<file path="config.mk">
export PLATFORM = sky130hd
export DESIGN_NAME = i2c_target_port
export DESIGN_NICKNAME = d
export VERILOG_FILES = /design/src/wr_byte_fifo.v /design/src/i2c_target_port.v
export VERILOG_INCLUDE_DIRS = /design/src
export SDC_FILE = /design/constraint.sdc
export NUM_CORES = 1
export LEC_CHECK = 0
export BUFFER_PORTS_ARGS = -buffer_cell sky130_fd_sc_hd__buf_2
export CORE_ASPECT_RATIO = 1.5
export CORE_MARGIN = 2
export CORE_UTILIZATION = 61
export CTS_CLUSTER_DIAMETER = 60
export DETAILED_ROUTE_END_ITERATION = 10
export PLACE_DENSITY = 0.8
export SYNTH_ARGS = -nofsm -noshare
export SYNTH_HDL_FRONTEND = slang
export SYNTH_SLANG_ARGS = --single-unit
export TNS_END_PERCENT = 20
</file>
<file path="constraint.sdc">
create_clock -name i_core_clk -period 3.32 [get_ports i_core_clk]
set_clock_uncertainty 0.15 [all_clocks]
set_input_delay 0.498 -clock i_core_clk [delete_from_list [all_inputs] [get_ports i_core_clk]]
set_output_delay 0.498 -clock i_core_clk [all_outputs]
set_load 0.02 [all_outputs]
</file>
<file path="src/i2c_tgt_regs.vh">
`ifndef I2C_TGT_REGS_VH
`define I2C_TGT_REGS_VH

// Target address and direction
`define TGT_ADDR 7'h68
`define DIR_READ 1'b1

// Register pointer
`define PTR_W 3
`define PTR_FIRST 3'h0
`define PTR_LAST 3'h5
`define PTR_RESET 3'h0

// Byte framing
`define BIT_LAST 4'h7
`define BIT_ACK 4'h8

// Timing, core clock 20 MHz
`define CLK_PERIOD_NS 50
`define SPIKE_NS 50
`define HOLD_NS 300
`define FILT_CYC (`SPIKE_NS / `CLK_PERIOD_NS)
`define HOLD_CYC ((`HOLD_NS + `CLK_PERIOD_NS - 1) / `CLK_PERIOD_NS)

// Write buffer
`define WR_WORD_W 11
`define FIFO_DEPTH 8
`define FIFO_AW 3

`endif

</file>
<file path="src/wr_byte_fifo.v">
`timescale 1ns/1ps

module wr_byte_fifo #(
    parameter WIDTH = 11,
    parameter DEPTH = 8,
    parameter AW = 3
) (
    input wire i_core_clk,
    input wire i_srst,
    input wire i_in_valid,
    output wire o_in_ready,
    input wire [WIDTH-1:0] i_in_data,
    output wire o_out_valid,
    input wire i_out_ready,
    output wire [WIDTH-1:0] o_out_data
);
    reg [WIDTH-1:0] mem [0:DEPTH-1];
    reg [AW:0] wr_ptr;
    reg [AW:0] rd_ptr;
    wire full;
    wire empty;

    assign full = (wr_ptr[AW] != rd_ptr[AW]) && (wr_ptr[AW-1:0] == rd_ptr[AW-1:0]);
    assign empty = (wr_ptr == rd_ptr);
    assign o_in_ready = ~full;
    assign o_out_valid = ~empty;
    assign o_out_data = mem[rd_ptr[AW-1:0]];

    always @(posedge i_core_clk) begin
        if (i_in_valid && !full) begin
            mem[wr_ptr[AW-1:0]] <= i_in_data;
        end
    end

    always @(posedge i_core_clk) begin
        if (i_srst) begin
            wr_ptr <= {(AW+1){1'b0}};
            rd_ptr <= {(AW+1){1'b0}};
        end else begin
            if (i_in_valid && !full) begin
                wr_ptr <= wr_ptr + {{AW{1'b0}}, 1'b1};
            end
            if (i_out_ready && !empty) begin
                rd_ptr <= rd_ptr + {{AW{1'b0}}, 1'b1};
            end
        end
    end
endmodule

</file>
<file path="src/i2c_target_port.v">
`timescale 1ns/1ps
`include "i2c_tgt_regs.vh"

module i2c_target_port (
    input wire i_core_clk,
    input wire i_srst,
    input wire i_scl,
    input wire i_sda,
    input wire i_pwr_fail,
    input wire [7:0] i_rd_data,
    input wire i_wr_ready,
    output reg o_sda_out,
    output reg o_sda_oe,
    output wire [`PTR_W-1:0] o_rd_addr,
    output wire o_wr_valid,
    output wire [`PTR_W-1:0] o_wr_addr,
    output wire [7:0] o_wr_data,
    output reg o_addressed,
    output reg o_read_mode,
    output reg o_bus_busy,
    output reg o_overflow
);
    localparam ST_IDLE = 3'h0;
    localparam ST_ADDR = 3'h1;
    localparam ST_ADDR_ACK = 3'h2;
    localparam ST_RX = 3'h3;
    localparam ST_RX_ACK = 3'h4;
    localparam ST_TX = 3'h5;
    localparam ST_TX_ACK = 3'h6;
    localparam [31:0] FILT_FULL = `FILT_CYC;
    localparam [31:0] HOLD_FULL = `HOLD_CYC;
    localparam [3:0] FILT_CYC = FILT_FULL[3:0];
    localparam [3:0] HOLD_CYC = HOLD_FULL[3:0];
    // Pointer step with wrap past the last location
    function [`PTR_W-1:0] ptr_inc;
        input [`PTR_W-1:0] p;
        begin
            if (p >= `PTR_LAST) begin
                ptr_inc = `PTR_FIRST;
            end else begin
                ptr_inc = p + 3'h1;
            end
        end
    endfunction

    // Glitch filter step: {filtered, count}
    function [4:0] filt_step;
        input cur;
        input smp;
        input [3:0] cnt;
        begin
            if (smp == cur) begin
                filt_step = {cur, 4'h0};
            end else if (cnt >= FILT_CYC) begin
                filt_step = {smp, 4'h0};
            end else begin
                filt_step = {cur, cnt + 4'h1};
            end
        end
    endfunction

    reg scl_s1;
    reg scl_s2;
    reg sda_s1;
    reg sda_s2;
    reg scl_f;
    reg sda_f;
    reg scl_d;
    reg sda_d;
    reg [3:0] scl_fcnt;
    reg [3:0] sda_fcnt;
    wire [4:0] next_scl_filt;
    wire [4:0] next_sda_filt;

    reg [2:0] state;
    reg [3:0] bit_cnt;
    reg [7:0] shift;
    reg [`PTR_W-1:0] ptr;
    reg ptr_phase;
    reg nack_seen;
    reg pend_oe;
    reg hold_pend;
    reg [3:0] hold_cnt;

    wire scl_rise;
    wire scl_fall;
    wire start_cond;
    wire stop_cond;
    wire byte_done;
    wire push_try;
    wire fifo_ready;

    // Two flops per line before any logic looks at the bus
    always @(posedge i_core_clk) begin
        if (i_srst) begin
            scl_s1 <= 1'b1;
            scl_s2 <= 1'b1;
            sda_s1 <= 1'b1;
            sda_s2 <= 1'b1;
        end else begin
            scl_s1 <= i_scl;
            scl_s2 <= scl_s1;
            sda_s1 <= i_sda;
            sda_s2 <= sda_s1;
        end
    end

    assign next_scl_filt = filt_step(scl_f, scl_s2, scl_fcnt);
    assign next_sda_filt = filt_step(sda_f, sda_s2, sda_fcnt);

    // Spike rejection; 50 ns budget is one core cycle, well inside fast-mode timing
    always @(posedge i_core_clk) begin
        if (i_srst) begin
            scl_f <= 1'b1;
            sda_f <= 1'b1;
            scl_d <= 1'b1;
            sda_d <= 1'b1;
            scl_fcnt <= 4'h0;
            sda_fcnt <= 4'h0;
        end else begin
            scl_f <= next_scl_filt[4];
            scl_fcnt <= next_scl_filt[3:0];
            sda_f <= next_sda_filt[4];
            sda_fcnt <= next_sda_filt[3:0];
            scl_d <= scl_f;
            sda_d <= sda_f;
        end
    end

    assign scl_rise = scl_f & ~scl_d;
    assign scl_fall = ~scl_f & scl_d;
    assign start_cond = scl_f & scl_d & sda_d & ~sda_f;
    assign stop_cond = scl_f & scl_d & ~sda_d & sda_f;
    assign byte_done = scl_fall && (bit_cnt == `BIT_ACK);

    // Written bytes head for the core through the buffer
    assign push_try = (state == ST_RX) && byte_done && !ptr_phase && !i_pwr_fail && !start_cond && !stop_cond;
    assign o_rd_addr = ptr;

    wr_byte_fifo #(
        .WIDTH(`WR_WORD_W),
        .DEPTH(`FIFO_DEPTH),
        .AW(`FIFO_AW)
    ) u_wr_fifo (
        .i_core_clk(i_core_clk),
        .i_srst(i_srst),
        .i_in_valid(push_try),
        .o_in_ready(fifo_ready),
        .i_in_data({ptr, shift}),
        .o_out_valid(o_wr_valid),
        .i_out_ready(i_wr_ready),
        .o_out_data({o_wr_addr, o_wr_data})
    );

    // Queue a data-line change; applied after the hold delay, while the clock is low except for the power-fail release in ST_TX
    task sched_sda;
        input drive_low;
        begin
            pend_oe <= drive_low;
            hold_pend <= 1'b1;
            hold_cnt <= HOLD_CYC;
        end
    endtask

    always @(posedge i_core_clk) begin
        if (i_srst) begin
            state <= ST_IDLE;
            bit_cnt <= 4'h0;
            shift <= 8'h00;
            ptr <= `PTR_RESET;
            ptr_phase <= 1'b0;
            nack_seen <= 1'b0;
            pend_oe <= 1'b0;
            hold_pend <= 1'b0;
            hold_cnt <= 4'h0;
            o_sda_out <= 1'b0;
            o_sda_oe <= 1'b0;
            o_addressed <= 1'b0;
            o_read_mode <= 1'b0;
            o_bus_busy <= 1'b0;
            o_overflow <= 1'b0;
        end else begin
            // Open drain: only ever pulls low, clock line never driven
            o_sda_out <= 1'b0;
            o_overflow <= 1'b0;
            if (hold_pend) begin
                if (hold_cnt <= 4'h1) begin
                    o_sda_oe <= pend_oe;
                    hold_pend <= 1'b0;
                end else begin
                    hold_cnt <= hold_cnt - 4'h1;
                end
            end
            if (start_cond) begin
                // Also covers repeated START mid-transfer
                o_bus_busy <= 1'b1;
                state <= ST_ADDR;
                bit_cnt <= 4'h0;
                o_sda_oe <= 1'b0;
                hold_pend <= 1'b0;
                o_addressed <= 1'b0;
            end else if (stop_cond) begin
                o_bus_busy <= 1'b0;
                state <= ST_IDLE;
                o_sda_oe <= 1'b0;
                hold_pend <= 1'b0;
                o_addressed <= 1'b0;
            end else begin
                case (state)
                    ST_IDLE: begin
                        bit_cnt <= 4'h0;
                    end
                    ST_ADDR: begin
                        if (scl_rise) begin
                            shift <= {shift[6:0], sda_f};
                            bit_cnt <= bit_cnt + 4'h1;
                        end else if (byte_done) begin
                            if (shift[7:1] == `TGT_ADDR && !i_pwr_fail) begin
                                o_read_mode <= shift[0];
                                o_addressed <= 1'b1;
                                sched_sda(1'b1);
                                state <= ST_ADDR_ACK;
                            end else begin
                                state <= ST_IDLE;
                            end
                        end
                    end
                    ST_ADDR_ACK: begin
                        if (scl_fall) begin
                            bit_cnt <= 4'h0;
                            if (o_read_mode == `DIR_READ) begin
                                shift <= i_rd_data;
                                sched_sda(~i_rd_data[7]);
                                state <= ST_TX;
                            end else begin
                                sched_sda(1'b0);
                                ptr_phase <= 1'b1;
                                state <= ST_RX;
                            end
                        end
                    end
                    ST_RX: begin
                        if (scl_rise) begin
                            shift <= {shift[6:0], sda_f};
                            bit_cnt <= bit_cnt + 4'h1;
                        end else if (byte_done) begin
                            if (ptr_phase) begin
                                // Out-of-range pointer values fold to location zero
                                if (shift[7:0] > {5'h00, `PTR_LAST}) begin
                                    ptr <= `PTR_FIRST;
                                end else begin
                                    ptr <= shift[`PTR_W-1:0];
                                end
                                ptr_phase <= 1'b0;
                                sched_sda(1'b1);
                                state <= ST_RX_ACK;
                            end else if (!i_pwr_fail && fifo_ready) begin
                                ptr <= ptr_inc(ptr);
                                sched_sda(1'b1);
                                state <= ST_RX_ACK;
                            end else begin
                                // Full buffer or power fail: refuse the byte, drop the rest
                                o_overflow <= ~i_pwr_fail;
                                o_addressed <= 1'b0;
                                state <= ST_IDLE;
                            end
                        end
                    end
                    ST_RX_ACK: begin
                        if (scl_fall) begin
                            sched_sda(1'b0);
                            bit_cnt <= 4'h0;
                            state <= ST_RX;
                        end
                    end
                    ST_TX: begin
                        if (i_pwr_fail) begin
                            sched_sda(1'b0);
                            o_addressed <= 1'b0;
                            state <= ST_IDLE;
                        end else if (scl_fall) begin
                            if (bit_cnt == `BIT_LAST) begin
                                sched_sda(1'b0);
                                ptr <= ptr_inc(ptr);
                                nack_seen <= 1'b1;
                                state <= ST_TX_ACK;
                            end else begin
                                shift <= {shift[6:0], 1'b0};
                                sched_sda(~shift[6]);
                                bit_cnt <= bit_cnt + 4'h1;
                            end
                        end
                    end
                    ST_TX_ACK: begin
                        if (scl_rise) begin
                            nack_seen <= sda_f;
                        end else if (scl_fall) begin
                            bit_cnt <= 4'h0;
                            if (nack_seen || i_pwr_fail) begin
                                o_addressed <= 1'b0;
                                state <= ST_IDLE;
                            end else begin
                                shift <= i_rd_data;
                                sched_sda(~i_rd_data[7]);
                                state <= ST_TX;
                            end
                        end
                    end
                    default: begin
                        state <= ST_IDLE;
                    end
                endcase
            end
        end
    end
endmodule

</file>
# Yosys cells after proc, flatten, opt, wreduce, memory -nomap -nowiden
# Memories as Yosys holds them, arrays and structs flattened. A register that Yosys moved wholly into a read port is not among the register bits.
# Cells that the tools add are included.
op_classes:
  reduce_logical: 47
  n_mul: 0
  mux: 120
  addsub: 7
  bitwise_logic: 24
  shift: 0
  magnitude_cmp: 5
  eq_ne: 50
  div: 0
ops:
  columns: ["cell", "count"]
  rows:
  - ["4-bit 2-to-1 mux", 22]
  - ["3-bit 2-to-1 mux", 26]
  - ["8-bit 2-to-1 mux", 9]
  - ["1-bit 2-to-1 mux", 52]
  - ["2-bit != test, second input constant", 21]
  - ["4-bit one-hot mux with 5 select lines", 2]
  - ["4-bit != test, second input constant", 8]
  - ["8-bit one-hot mux with 4 select lines", 1]
  - ["12-bit AND reduction", 2]
  - ["11-bit AND reduction", 2]
  - ["3-bit one-hot mux with 7 select lines", 1]
  - ["7-bit AND reduction", 3]
  - ["4-bit by 1-bit adder with 4-bit output, second input constant", 5]
  - ["1-bit NOT", 17]
  - ["15-bit AND reduction", 1]
  - ["1-bit logical AND", 11]
  - ["5-bit != test, second input constant", 2]
  - ["3-bit == test, second input constant", 3]
  - ["3-bit != test, second input constant", 3]
  - ["9-bit AND reduction", 1]
  - ["3-bit OR reduction", 3]
  - ["4-bit by 1-bit greater-or-equal comparator with 1-bit output, second input constant", 2]
  - ["8-bit by 3-bit > comparator with 1-bit output, second input constant", 1]
  - ["2-bit nonzero test", 4]
  - ["other kinds (32)", 51]
totals:
  mem_bits_ro: 0
  n_memories: 1
  reg_bits: 55
  latch_bits: 0
  ramBits: 88
mem_list:
  columns: ["memory", "depth", "width", "read_ports", "rd_clocked_by_memory_dff", "wr", "line", "source"]
  rows:
  - ["u_wr_fifo.mem", 8, 11, 1, 1, 1, "wr_byte_fifo.v:17", "reg [WIDTH-1:0] mem [0:DEPTH-1];"]

# Depth between registers and ports, before layout
# Gate-level depths: netlist of run 1.
logic_depth:
  word_depth: 11
  mapped_depth: 8

# Modules after synthesis
# A second synthesis of run 1 with hierarchy kept.
hier_totals:
  cells_unflattened: 546
  area_unflattened_um2: 7023.0
modules_own_cells:
  columns: ["mod", "seq_area_each_um2", "area_each_um2", "cells_each", "n_inst"]
  rows:
  - ["wr_byte_fifo", 2862.7, 4061.4, 211, 1]
  - ["i2c_target_port", 940.9, 2961.6, 335, 1]

# Least setup slack after synthesis of run 1
# No wires, ideal clock.
synth_timing:
  kind: "register to register"
  start: "reg scl_f"
  end: "mem u_wr_fifo.mem[0][0], enable pin"
  path_stages_with_launch: 8
  slack_ns: 0.399
  synth_period_minus_slack_ns: 2.921
  t_arrival_ns: 2.378
  n_path_buf: 2
  cell_sequence: "dfxtp_1 -> clkbuf_1 -> nor2b_1 -> buf_2 -> nand3_1 -> nor4_1 -> nand2b_1 -> nor3_1"
synth_between:
  elab_chain_len: 11
  elab_cells_between_ends: 18
  classes_between: "mux (2); bitwise (7); reduce/logical (9)"
synth_lines:
  columns: ["element", "line", "source"]
  rows:
  - ["start: declaration", "i2c_target_port.v:66", "reg scl_f;"]
  - ["start signal: assignment", "i2c_target_port.v:121", "scl_f <= next_scl_filt[4];"]
  - ["1-bit NOT", "i2c_target_port.v:131", "assign scl_fall = ~scl_f & scl_d;"]
  - ["1-bit AND", "i2c_target_port.v:131", null]
  - ["1-bit logical AND", "i2c_target_port.v:134", "assign byte_done = scl_fall && (bit_cnt == `BIT_ACK);"]
  - ["1-bit logical AND (4 in series)", "i2c_target_port.v:137", "assign push_try = (state == ST_RX) && byte_done && !ptr_phase && !i_pwr_fail && !start_cond && !stop_cond;"]
  - ["1-bit logical AND *", "i2c_target_port.v:137", null]
  - ["1-bit logical AND *", "wr_byte_fifo.v:30", "if (i_in_valid && !full) begin"]
  - ["1-bit 2-to-1 mux *", "wr_byte_fifo.v:30", null]
  - ["1-bit 2-to-1 mux (implied by the code) *", "wr_byte_fifo.v:31", "mem[wr_ptr[AW-1:0]] <= i_in_data;"]
  - ["end: declaration", "wr_byte_fifo.v:17", null]
# Mark *: on every way between the ends. The rest lies on a longest branch, timed or not.

==> results.yml, run 1 <==
run_status:
  status: "completed"
clocking:
  cts_sinks: 146
  clockRootBuffer: "clkbuf_16"
  cts_inserted_buffers: 17
  cts_max_level: 4
  cts_hold_buf: 0
  clk_pin_slew_worst_paths_ps: 60
  cts_resized: 0
  clk_latency_ps: 420
  cts_tree: "yes"
  cts_buffer_depth: 2
  post-cts-setup-buffers: 0
synthesis:
  synth_top_area_share_pct: 39.8
  synth_edf_count: 88
  synthesis.area_um2: 6640
  synth_area_leaders: "edfxtp_1 40%, dfxtp_1 17%, mux4_2 7.5%, ha_1 2.6%, nor2_1 2.6%"
  synth_seq_cells: 146
  syn_area_per_cell_um2: 12.5
  synth-seq-area-share_pct: 57.3
  postSynthCellCount: 531
  ys_types: 71
  async_reset_ff_share_pct: 0
  ys.flop_type: "edfxtp_1"
  synth_largest_area_cell: "edfxtp_1"
  yosysWarnings: 0
global_route:
  grt_max_degree: 37
  antenna_found_initial: 0
  grt_usage_pct: 26.4
  grt_pass1_vias: 4568
  grt_pass1_wl_mm: 23.2
  overflow: 0
finish:
  fin_nets: 601
  syn_to_final_growth_pct: 13.6
  diodes: 0
  ff_latch_area_um2: 3800
  drive_above_1_share_pct: 22.2
  multi_input_area_um2: 2630
  fillers: 754
power:
  sequentialPowerShare_pct: 49.7
  p_clk_share_pct: 44.4
  p_per_area_nw_per_um2: 532
  p_comb_share_pct: 5.9
  design_power_total_uw: 4010
  p_leak_uw: 0.00262
  ir_drop_mv: 0.376
  internal_power_uw: 3090
  swShare_pct: 22.9
  p_switching_uw: 920
floorplanning:
  core_um2: 10600
  initial_core_util_pct: 62.7
  num_io_pins: 35
  dieArea_um2: 11700
  rows: 46
  die_h_um: 132
  die_w_um: 89.2
sta:
  worst_pin_slew_ps: 877
  whs_ps: 108
  grt_setup_unrepaired: "false"
  fin_crit_sh_pct: 83.8
  drv_slew: 0
  finalHoldViolCount: 0
  timing.setup.tns_ps: 0
  fin_crit_ps: 2780
  timing.slew.headroom_pct: 40.9
  fmax_ghz: 0.359
  setup_violations: 0
setup_path:
  worstSetupPathType: "flip-flop to output pin"
  crit_arrival_ps: 2130
  critPathSlowestCell: "mux4_2"
  crit_buf_inv: 2
  required_ps: 2670
  critical_path.max_stage_delay_ps: 570
  startpoint_type: "flip-flop"
  path_delay_family: "multiplexers"
  crit_path_end_kind: "output pin"
  critPathMaxFanout: 22
  path_cells: "buf_4, mux4_2, mux2_2, buf_2"
routing:
  wire_per_inst_um: 19.9
  drcViolationCount: 0
  vias: 4481
  dr.max_layer_used: "met4"
  dr_wl_met2_mm: 8.17
  firstDrtPassIters: 5
  viasPerCell: 6.14
  wl_met3_um: 570
  m1WireLength_mm: 5.26
  wirelength_mm: 14.5
  ant_nets: 0
  detail_route.iter0.violations: 319
placement:
  numPortBuffers: 33
  dpl.hpwl_mm: 10.1
  gp_congestion: 0.970
flow_run:
  maxCapViolCount: 0
worst_hold_path:
  holdCritPathClass: "input port to flip-flop"
## final timing paths
path / startpoint / cells past startpoint / slack, ps / end
min: i_sda / 2 / 110 / sda_s1$_SDFF_PP1_
max: flip-flop / 4 / 540 / o_wr_data[3]
max reg2reg: bit_cnt[0]$_SDFFE_PP0P_ / 8 / 740 / u_wr_fifo.mem[0][5]$_DFFE_PP_
min reg2reg: sda_s1$_SDFF_PP1_ / 1 / 260 / sda_s2$_SDFF_PP1_
## synth_stat cells (11+ instances only)
| cell type | n |
|---|---|
| a21oi_1 | 28 |
| clkbuf_1 | 20 |
| dfxtp_1 | 58 |
| edfxtp_1 | 88 |
| ha_1 | 14 |
| inv_1 | 19 |
| mux2_2 | 12 |
| mux4_2 | 22 |
| nand2_1 | 31 |
| nand3_1 | 11 |
| nor2_1 | 46 |
| nor3_1 | 13 |
| o21ai_0 | 15 |
## flip-flops by register name (all words and copies together) (netlist names), 3 cells and up, named ones only
| register | count |
|---|---|
| u_wr_fifo.rd_ptr | 4 |
| shift | 8 |
| sda_fcnt | 4 |
| bit_cnt | 4 |
| state | 3 |
| hold_cnt | 4 |
| u_wr_fifo.wr_ptr | 4 |
| u_wr_fifo.mem | 88 |
| o_rd_addr | 3 |
| scl_fcnt | 4 |
## cell usage in the layout, fill, tap and decap left out, drive strengths merged, types with 4 or more instances in the layout
| master | n |
|---|---|
| nand3 | 11 |
| a311oi | 11 |
| dfxtp | 58 |
| nand2b | 10 |
| ha | 14 |
| or3 | 6 |
| xor2 | 5 |
| mux4 | 22 |
| clkinv | 6 |
| nor4 | 5 |
| nand2 | 31 |
| inv | 22 |
| a21oi | 28 |
| o211ai | 4 |
| edfxtp | 88 |
| o311a | 4 |
| o21ai | 15 |
| nand3b | 8 |
| clkbuf | 21 |
| mux2 | 12 |
| xnor2 | 9 |
| buf | 50 |
| o22ai | 4 |
| or2 | 6 |
| nor2 | 47 |
| nor3 | 13 |
| mux2i | 9 |
| a31oi | 4 |
## logic make-up (layout without fill, tap and decap cells)
| logic type | Yosys count | after routing | synth area share (%) |
|---|---|---|---|
| AO/OA/AOI/OAI | 102 | 102 | 11.6 |
| XOR/XNOR | 14 | 14 | 1.85 |
| adder cells (fa/ha/maj) | 14 | 14 | 2.64 |
| buffers and inverters | 50 | 103 | 3.15 |
| flip-flops | 146 | 146 | 57.3 |
| multiplexers | 43 | 43 | 10.9 |
| other | 1 | 3 | 0.0565 |
| AND/OR/NAND/NOR | 161 | 161 | 12.6 |
## power groups by stage
stage               Combinational [µW]  Clock, µW  Sequential [µW]
floorplan                          179          0             2010
global placement                   228          0             2030
detailed placement                 233          0             2030
CTS                                234       1810             1990
global route                       260       1880             2000
finish                             236       1780             1990
## per-stage QoR
stage | instance area [µm²] | setup WS (ps) | std cells | utilization, %
3_3_place_gp | 6990 | 848 | 698 | 66.0
6_report | 7540 | 538 | 730 | 71.2
4_1_cts | 7540 | 491 | 730 | 71.2
2_1_floorplan | 6650 | 399 | 533 | -
3_5_place_dp | 6990 | 795 | 698 | 66.0
5_1_grt | 7540 | 416 | 730 | 71.2
## layer usage
layer / global-route usage [%] / vias up
met2: 46.3 / 150
met4: 12.8 / 0
met1: 29.2 / 2176
met3: 6.14 / 47
met5: 0 / -
li1: - / 2108
## cell type report
class                   instances  area share (%)
clock inverters                11            1.36
well taps                     144            2.39
inverters                      21            1.05
multi-input cells             337            34.9
repair buffers                 50            3.88
clock buffers                  21            5.97
flip-flops and latches        146            50.4
Note: power is estimated with default switching activity, not from simulation.
==> inputs of run 2 (changes only) <==
Clock period 3.32 ns to 2.73 ns, I/O delays scaled along.
==> run 2 against run 1 <==
  * Worst setup slack got worse by 380 ps
  * Critical path depth stayed put
  * Die area unchanged
  * Hold slack worse by 85 ps
  * Via count increased by 3.2%
  * Register-to-register slack lost 540 ps
  * Clock power rose by 30%
  * Combinational power rose by 33%
  * First-iteration DRC count up 3.4%
  * Cell area up 1.4%
  * Power is 26% higher
  * Routed wire length grew 7.1%
==> results.yml, run 2 (same netlist as run 1, synthesis figures left out) <==
global_route:
  antenna_found_initial: 0
  overflow: 0
  grt_pass1_wl_mm: 24.7
  grt_max_degree: 25
  grt_usage_pct: 28.1
  grt_pass1_vias: 4691
setup_path:
  crit_path_end_kind: "output pin"
  timing.rr.start: "shift[1]$_SDFFE_PP0P_"
  worstSetupPathType: "flip-flop to output pin"
  crit_arrival_ps: 2020
  critPathMaxFanout: 22
  required_ps: 2170
  startpoint_type: "flip-flop"
sta:
  finalHoldViolCount: 0
  fin_crit_sh_pct: 94.3
  fin_crit_ps: 2580
  worst_pin_slew_ps: 680
  setup_violations: 0
  grt_setup_unrepaired: "false"
  drv_slew: 0
  setup_ws_ps: 154
  timing.slew.headroom_pct: 54.0
  fmax_ghz: 0.388
  timing.setup.tns_ps: 0
finish:
  final_area_um2: 7650
  fin_nets: 608
  syn_to_final_growth_pct: 15.2
  diodes: 0
  mostFrequentLayoutCells: "88 x edfxtp_1, 58 x dfxtp_1, 46 x nor2_1"
  final_common_cell: "edfxtp_1"
  largest_reg_flops: 88
  final_util_pct: 72.2
  drive_above_1_share_pct: 23.1
placement:
  pre_cts_ws_ps: 293
  dpl.hpwl_mm: 10.5
  placed_area_um2: 7060
  numPortBuffers: 33
  gp_congestion: 0.919
clocking:
  cts_resized: 0
  post-cts-setup-buffers: 0
  clockRootBuffer: "clkbuf_16"
  cts_buffer_depth: 2
  clk_latency_ps: 420
  cts_sinks: 146
  cts_tree: "yes"
  cts_max_level: 4
  cts_inserted_buffers: 17
  clk_pin_slew_worst_paths_ps: 60
  cts_hold_buf: 0
floorplanning:
  rows: 46
  dieArea_um2: 11700
  initial_core_util_pct: 62.7
  num_io_pins: 35
  die_w_um: 89.2
  die_h_um: 132
  core_um2: 10600
power:
  design_power_total_uw: 5050
  p_per_area_nw_per_um2: 660
  ir_drop_mv: 0.482
  p_leak_uw: 0.00269
routing:
  vias: 4624
  wirelength_mm: 15.5
  viasPerCell: 6.27
  firstDrtPassIters: 5
  detail_route.iter0.violations: 330
  drcViolationCount: 0
  wire_per_inst_um: 21.1
  ant_nets: 0
worst_hold_path:
  holdCritStartpoint: "i_scl"
  holdCritPathClass: "input port to flip-flop"
flow_run:
  maxCapViolCount: 0
run_status:
  status: "completed"
-- run 2: changes by cell type in the layout (fill, tap and decap cells not counted), sizes merged --
| cell | delta |
|---|---|
| inv | -1 |
| clkbuf | -2 |
| buf | +7 |
| bufinv | +2 |
| clkinv | +1 |
-- run 2: cell type report --
cell class                      count  area, µm²
Multi-Input combinational cell    337       2640
Clock buffer                       19        433
Sequential cell                   146       3800
Clock inverter                     13        158
Inverter                           21       78.8
Tap cell                          144        180
Timing Repair Buffer               57        358
Fill cell                         721       2940
-- run 2: final timing paths --
| kind | endpoint | slack, ps | cells after the start |
|---|---|---|---|
| min | scl_s1$_SDFF_PP1_ | 20 | 2 |
| max reg2reg | pend_oe$_SDFFE_PP0P_ | 200 | 5 |
| max | o_wr_data[3] | 150 | 4 |
| min reg2reg | sda_s2$_SDFF_PP1_ | 270 | 1 |
-- run 2: routing by layer --
layer	up-vias	part of all wire, %	GRT usage (%)
met5	-	0	0
met4	0	4.5	15.8
met3	53	4.6	4.51
met2	194	55	48.9
met1	2255	36	31.7
li1	2122	-	-
-- run 2: where the power goes --
group	total, µW	switching (µW)	internal [µW]
clock network	2320	885	1430
registers	2410	45.9	2370
logic	313	197	117
total	5050	1130	3920
-- run 2: worst max-delay path, stage by stage, from the launching register on --
cell and delay, ps:
dfxtp_1 360, buf_12 210, mux4_2 560, mux2_2 290, buf_2 160
-- run 2: metrics by stage --
| stage | instances | hold slack (ps) |
|---|---|---|
| CTS | 737 | 16.4 |
| global placement | 705 | 250 |
| floorplan | 533 | 239 |
| global route | 737 | 22.5 |
| finish | 737 | 22.3 |
| detailed placement | 705 | 265 |
==> inputs of run 3 (changes only) <==
Settings changed: CTS_BUF_LIST from default to sky130_fd_sc_hd__clkbuf_16.
==> run 3 against run 2 <==
  * Final cell count unchanged
  * Critical path depth unchanged
  * Count of clock-buffer cells in the layout down 2
  * Cell area unchanged
  * Register-to-register slack about the same
  * Critical path type unchanged
  * Critical endpoint unchanged
  * Highest routed layer unchanged
==> results.yml, run 3 (same netlist as run 1, synthesis figures left out) <==
routing:
  m1WireLength_mm: 5.62
  detail_route.iter0.violations: 330
  wl_met3_um: 727
  viasPerCell: 6.28
  ant_nets: 0
  drcViolationCount: 0
  dr.max_layer_used: "met4"
  wire_per_inst_um: 21.1
  dr_wl_met2_mm: 8.50
  firstDrtPassIters: 5
  vias: 4628
  wirelength_mm: 15.6
finish:
  ff_latch_area_um2: 3800
  syn_to_final_growth_pct: 15.2
  multi_input_area_um2: 2640
  fin_nets: 608
  diodes: 0
  fillers: 721
  drive_above_1_share_pct: 23.1
  final_common_cell: "edfxtp_1"
  largest_reg_flops: 88
  mostFrequentLayoutCells: "88 x edfxtp_1, 58 x dfxtp_1, 46 x nor2_1"
sta:
  grt_setup_unrepaired: "false"
  fin_crit_sh_pct: 94.4
  timing.setup.tns_ps: 0
  setup_ws_ps: 153
  drv_slew: 0
  fmax_ghz: 0.388
  setup_violations: 0
  fin_crit_ps: 2580
  whs_ps: 22.5
  finalHoldViolCount: 0
  timing.slew.headroom_pct: 53.8
  worst_pin_slew_ps: 684
worst_hold_path:
  holdCritStartpoint: "i_scl"
  min_to: "scl_s1$_SDFF_PP1_"
  holdCritPathClass: "input port to flip-flop"
  min_path_cells: 2
power:
  ir_drop_mv: 0.482
  p_leak_uw: 0.00269
  design_power_total_uw: 5040
  p_per_area_nw_per_um2: 659
setup_path:
  critPathMaxFanout: 22
  startpoint_type: "flip-flop"
  critPathSlowestCell: "mux4_2"
  critical_path.max_stage_delay_ps: 560
  r2r_slack_ps: 190
  r2r_end: "pend_oe$_SDFFE_PP0P_"
  worstSetupPathType: "flip-flop to output pin"
  path_cells: "buf_12, mux4_2, mux2_2, buf_2"
  crit_path_end_kind: "output pin"
  required_ps: 2170
  timing.rr.start: "shift[1]$_SDFFE_PP0P_"
  crit_arrival_ps: 2020
  rr_worst_depth: 5
floorplanning:
  die_w_um: 89.2
  dieArea_um2: 11700
  rows: 46
  initial_core_util_pct: 62.7
  die_h_um: 132
  core_um2: 10600
  num_io_pins: 35
clocking:
  cts_buffer_depth: 2
  cts_resized: 0
  clockRootBuffer: "clkbuf_16"
  clk_pin_slew_worst_paths_ps: 60
  cts_sinks: 146
  clk_latency_ps: 420
  cts_max_level: 4
  cts_tree: "yes"
  post-cts-setup-buffers: 0
  cts_inserted_buffers: 17
  cts_hold_buf: 0
flow_run:
  maxCapViolCount: 0
global_route:
  grt_pass1_vias: 4691
  grt_max_degree: 25
  grt_usage_pct: 28.1
  grt_pass1_wl_mm: 24.7
  overflow: 0
  antenna_found_initial: 0
placement:
  pre_cts_ws_ps: 293
  dpl.hpwl_mm: 10.5
  numPortBuffers: 33
  gp_congestion: 0.919
run_status:
  status: "completed"
-- run 3: metal layers --
layer / track usage [%] / up-vias
met1: 31.7 / 2253
met3: 4.51 / 54
met5: 0 / -
li1: - / 2125
met4: 15.8 / 0
met2: 48.9 / 196
-- run 3: layout make-up --
| type | count | area share [%] |
|---|---|---|
| Sequential cell | 146 | 49.7 |
| Multi-Input combinational cell | 337 | 34.5 |
| Clock buffer | 17 | 5.56 |
| Timing Repair Buffer | 57 | 4.68 |
| Tap cell | 144 | 2.36 |
| Clock inverter | 15 | 2.16 |
| Inverter | 21 | 1.03 |
-- run 3: worst max path at each step --
| stage | start | endpoint | slack [ps] | cells past startpoint |
|---|---|---|---|---|
| final | flip-flop | o_wr_data[3] | 150 | 4 |
| after global routing | shift[1]$_SDFFE_PP0P_ | pend_oe$_SDFFE_PP0P_ | 40 | 5 |
| after CTS | flip-flop | o_wr_data[7] | 130 | 4 |
| after detailed placement | shift[1]$_SDFFE_PP0P_ | pend_oe$_SDFFE_PP0P_ | 290 | 5 |
| after global placement | shift[1]$_SDFFE_PP0P_ | o_read_mode$_SDFFE_PP0P_ | 280 | 5 |
| after floorplan | scl_f$_SDFFE_PP1P_ | u_wr_fifo.mem[4][0]$_DFFE_PP_ | 100 | 7 |
-- run 3: where the power goes --
part,switching (µW),internal (µW),leakage (µW)
clock,886,1430,0.000287
sequential,46.1,2370,0.00128
combinational,196,117,0.00113
-- run 3: metrics by stage --
stage,instance area [µm²],util [%],std cells
final,7650,72.2,737
after global routing,7650,72.2,737
after CTS,7650,72.2,737
after detailed placement,7060,66.6,705
after global placement,7060,66.6,705
after floorplan,6650,-,533
-- run 3: worst max-delay path, delay by kind of cell (launching register included) --
family / cells / cell delay, ps
DFF: 1 / 360
buffers and inverters: 2 / 370
muxes: 2 / 850
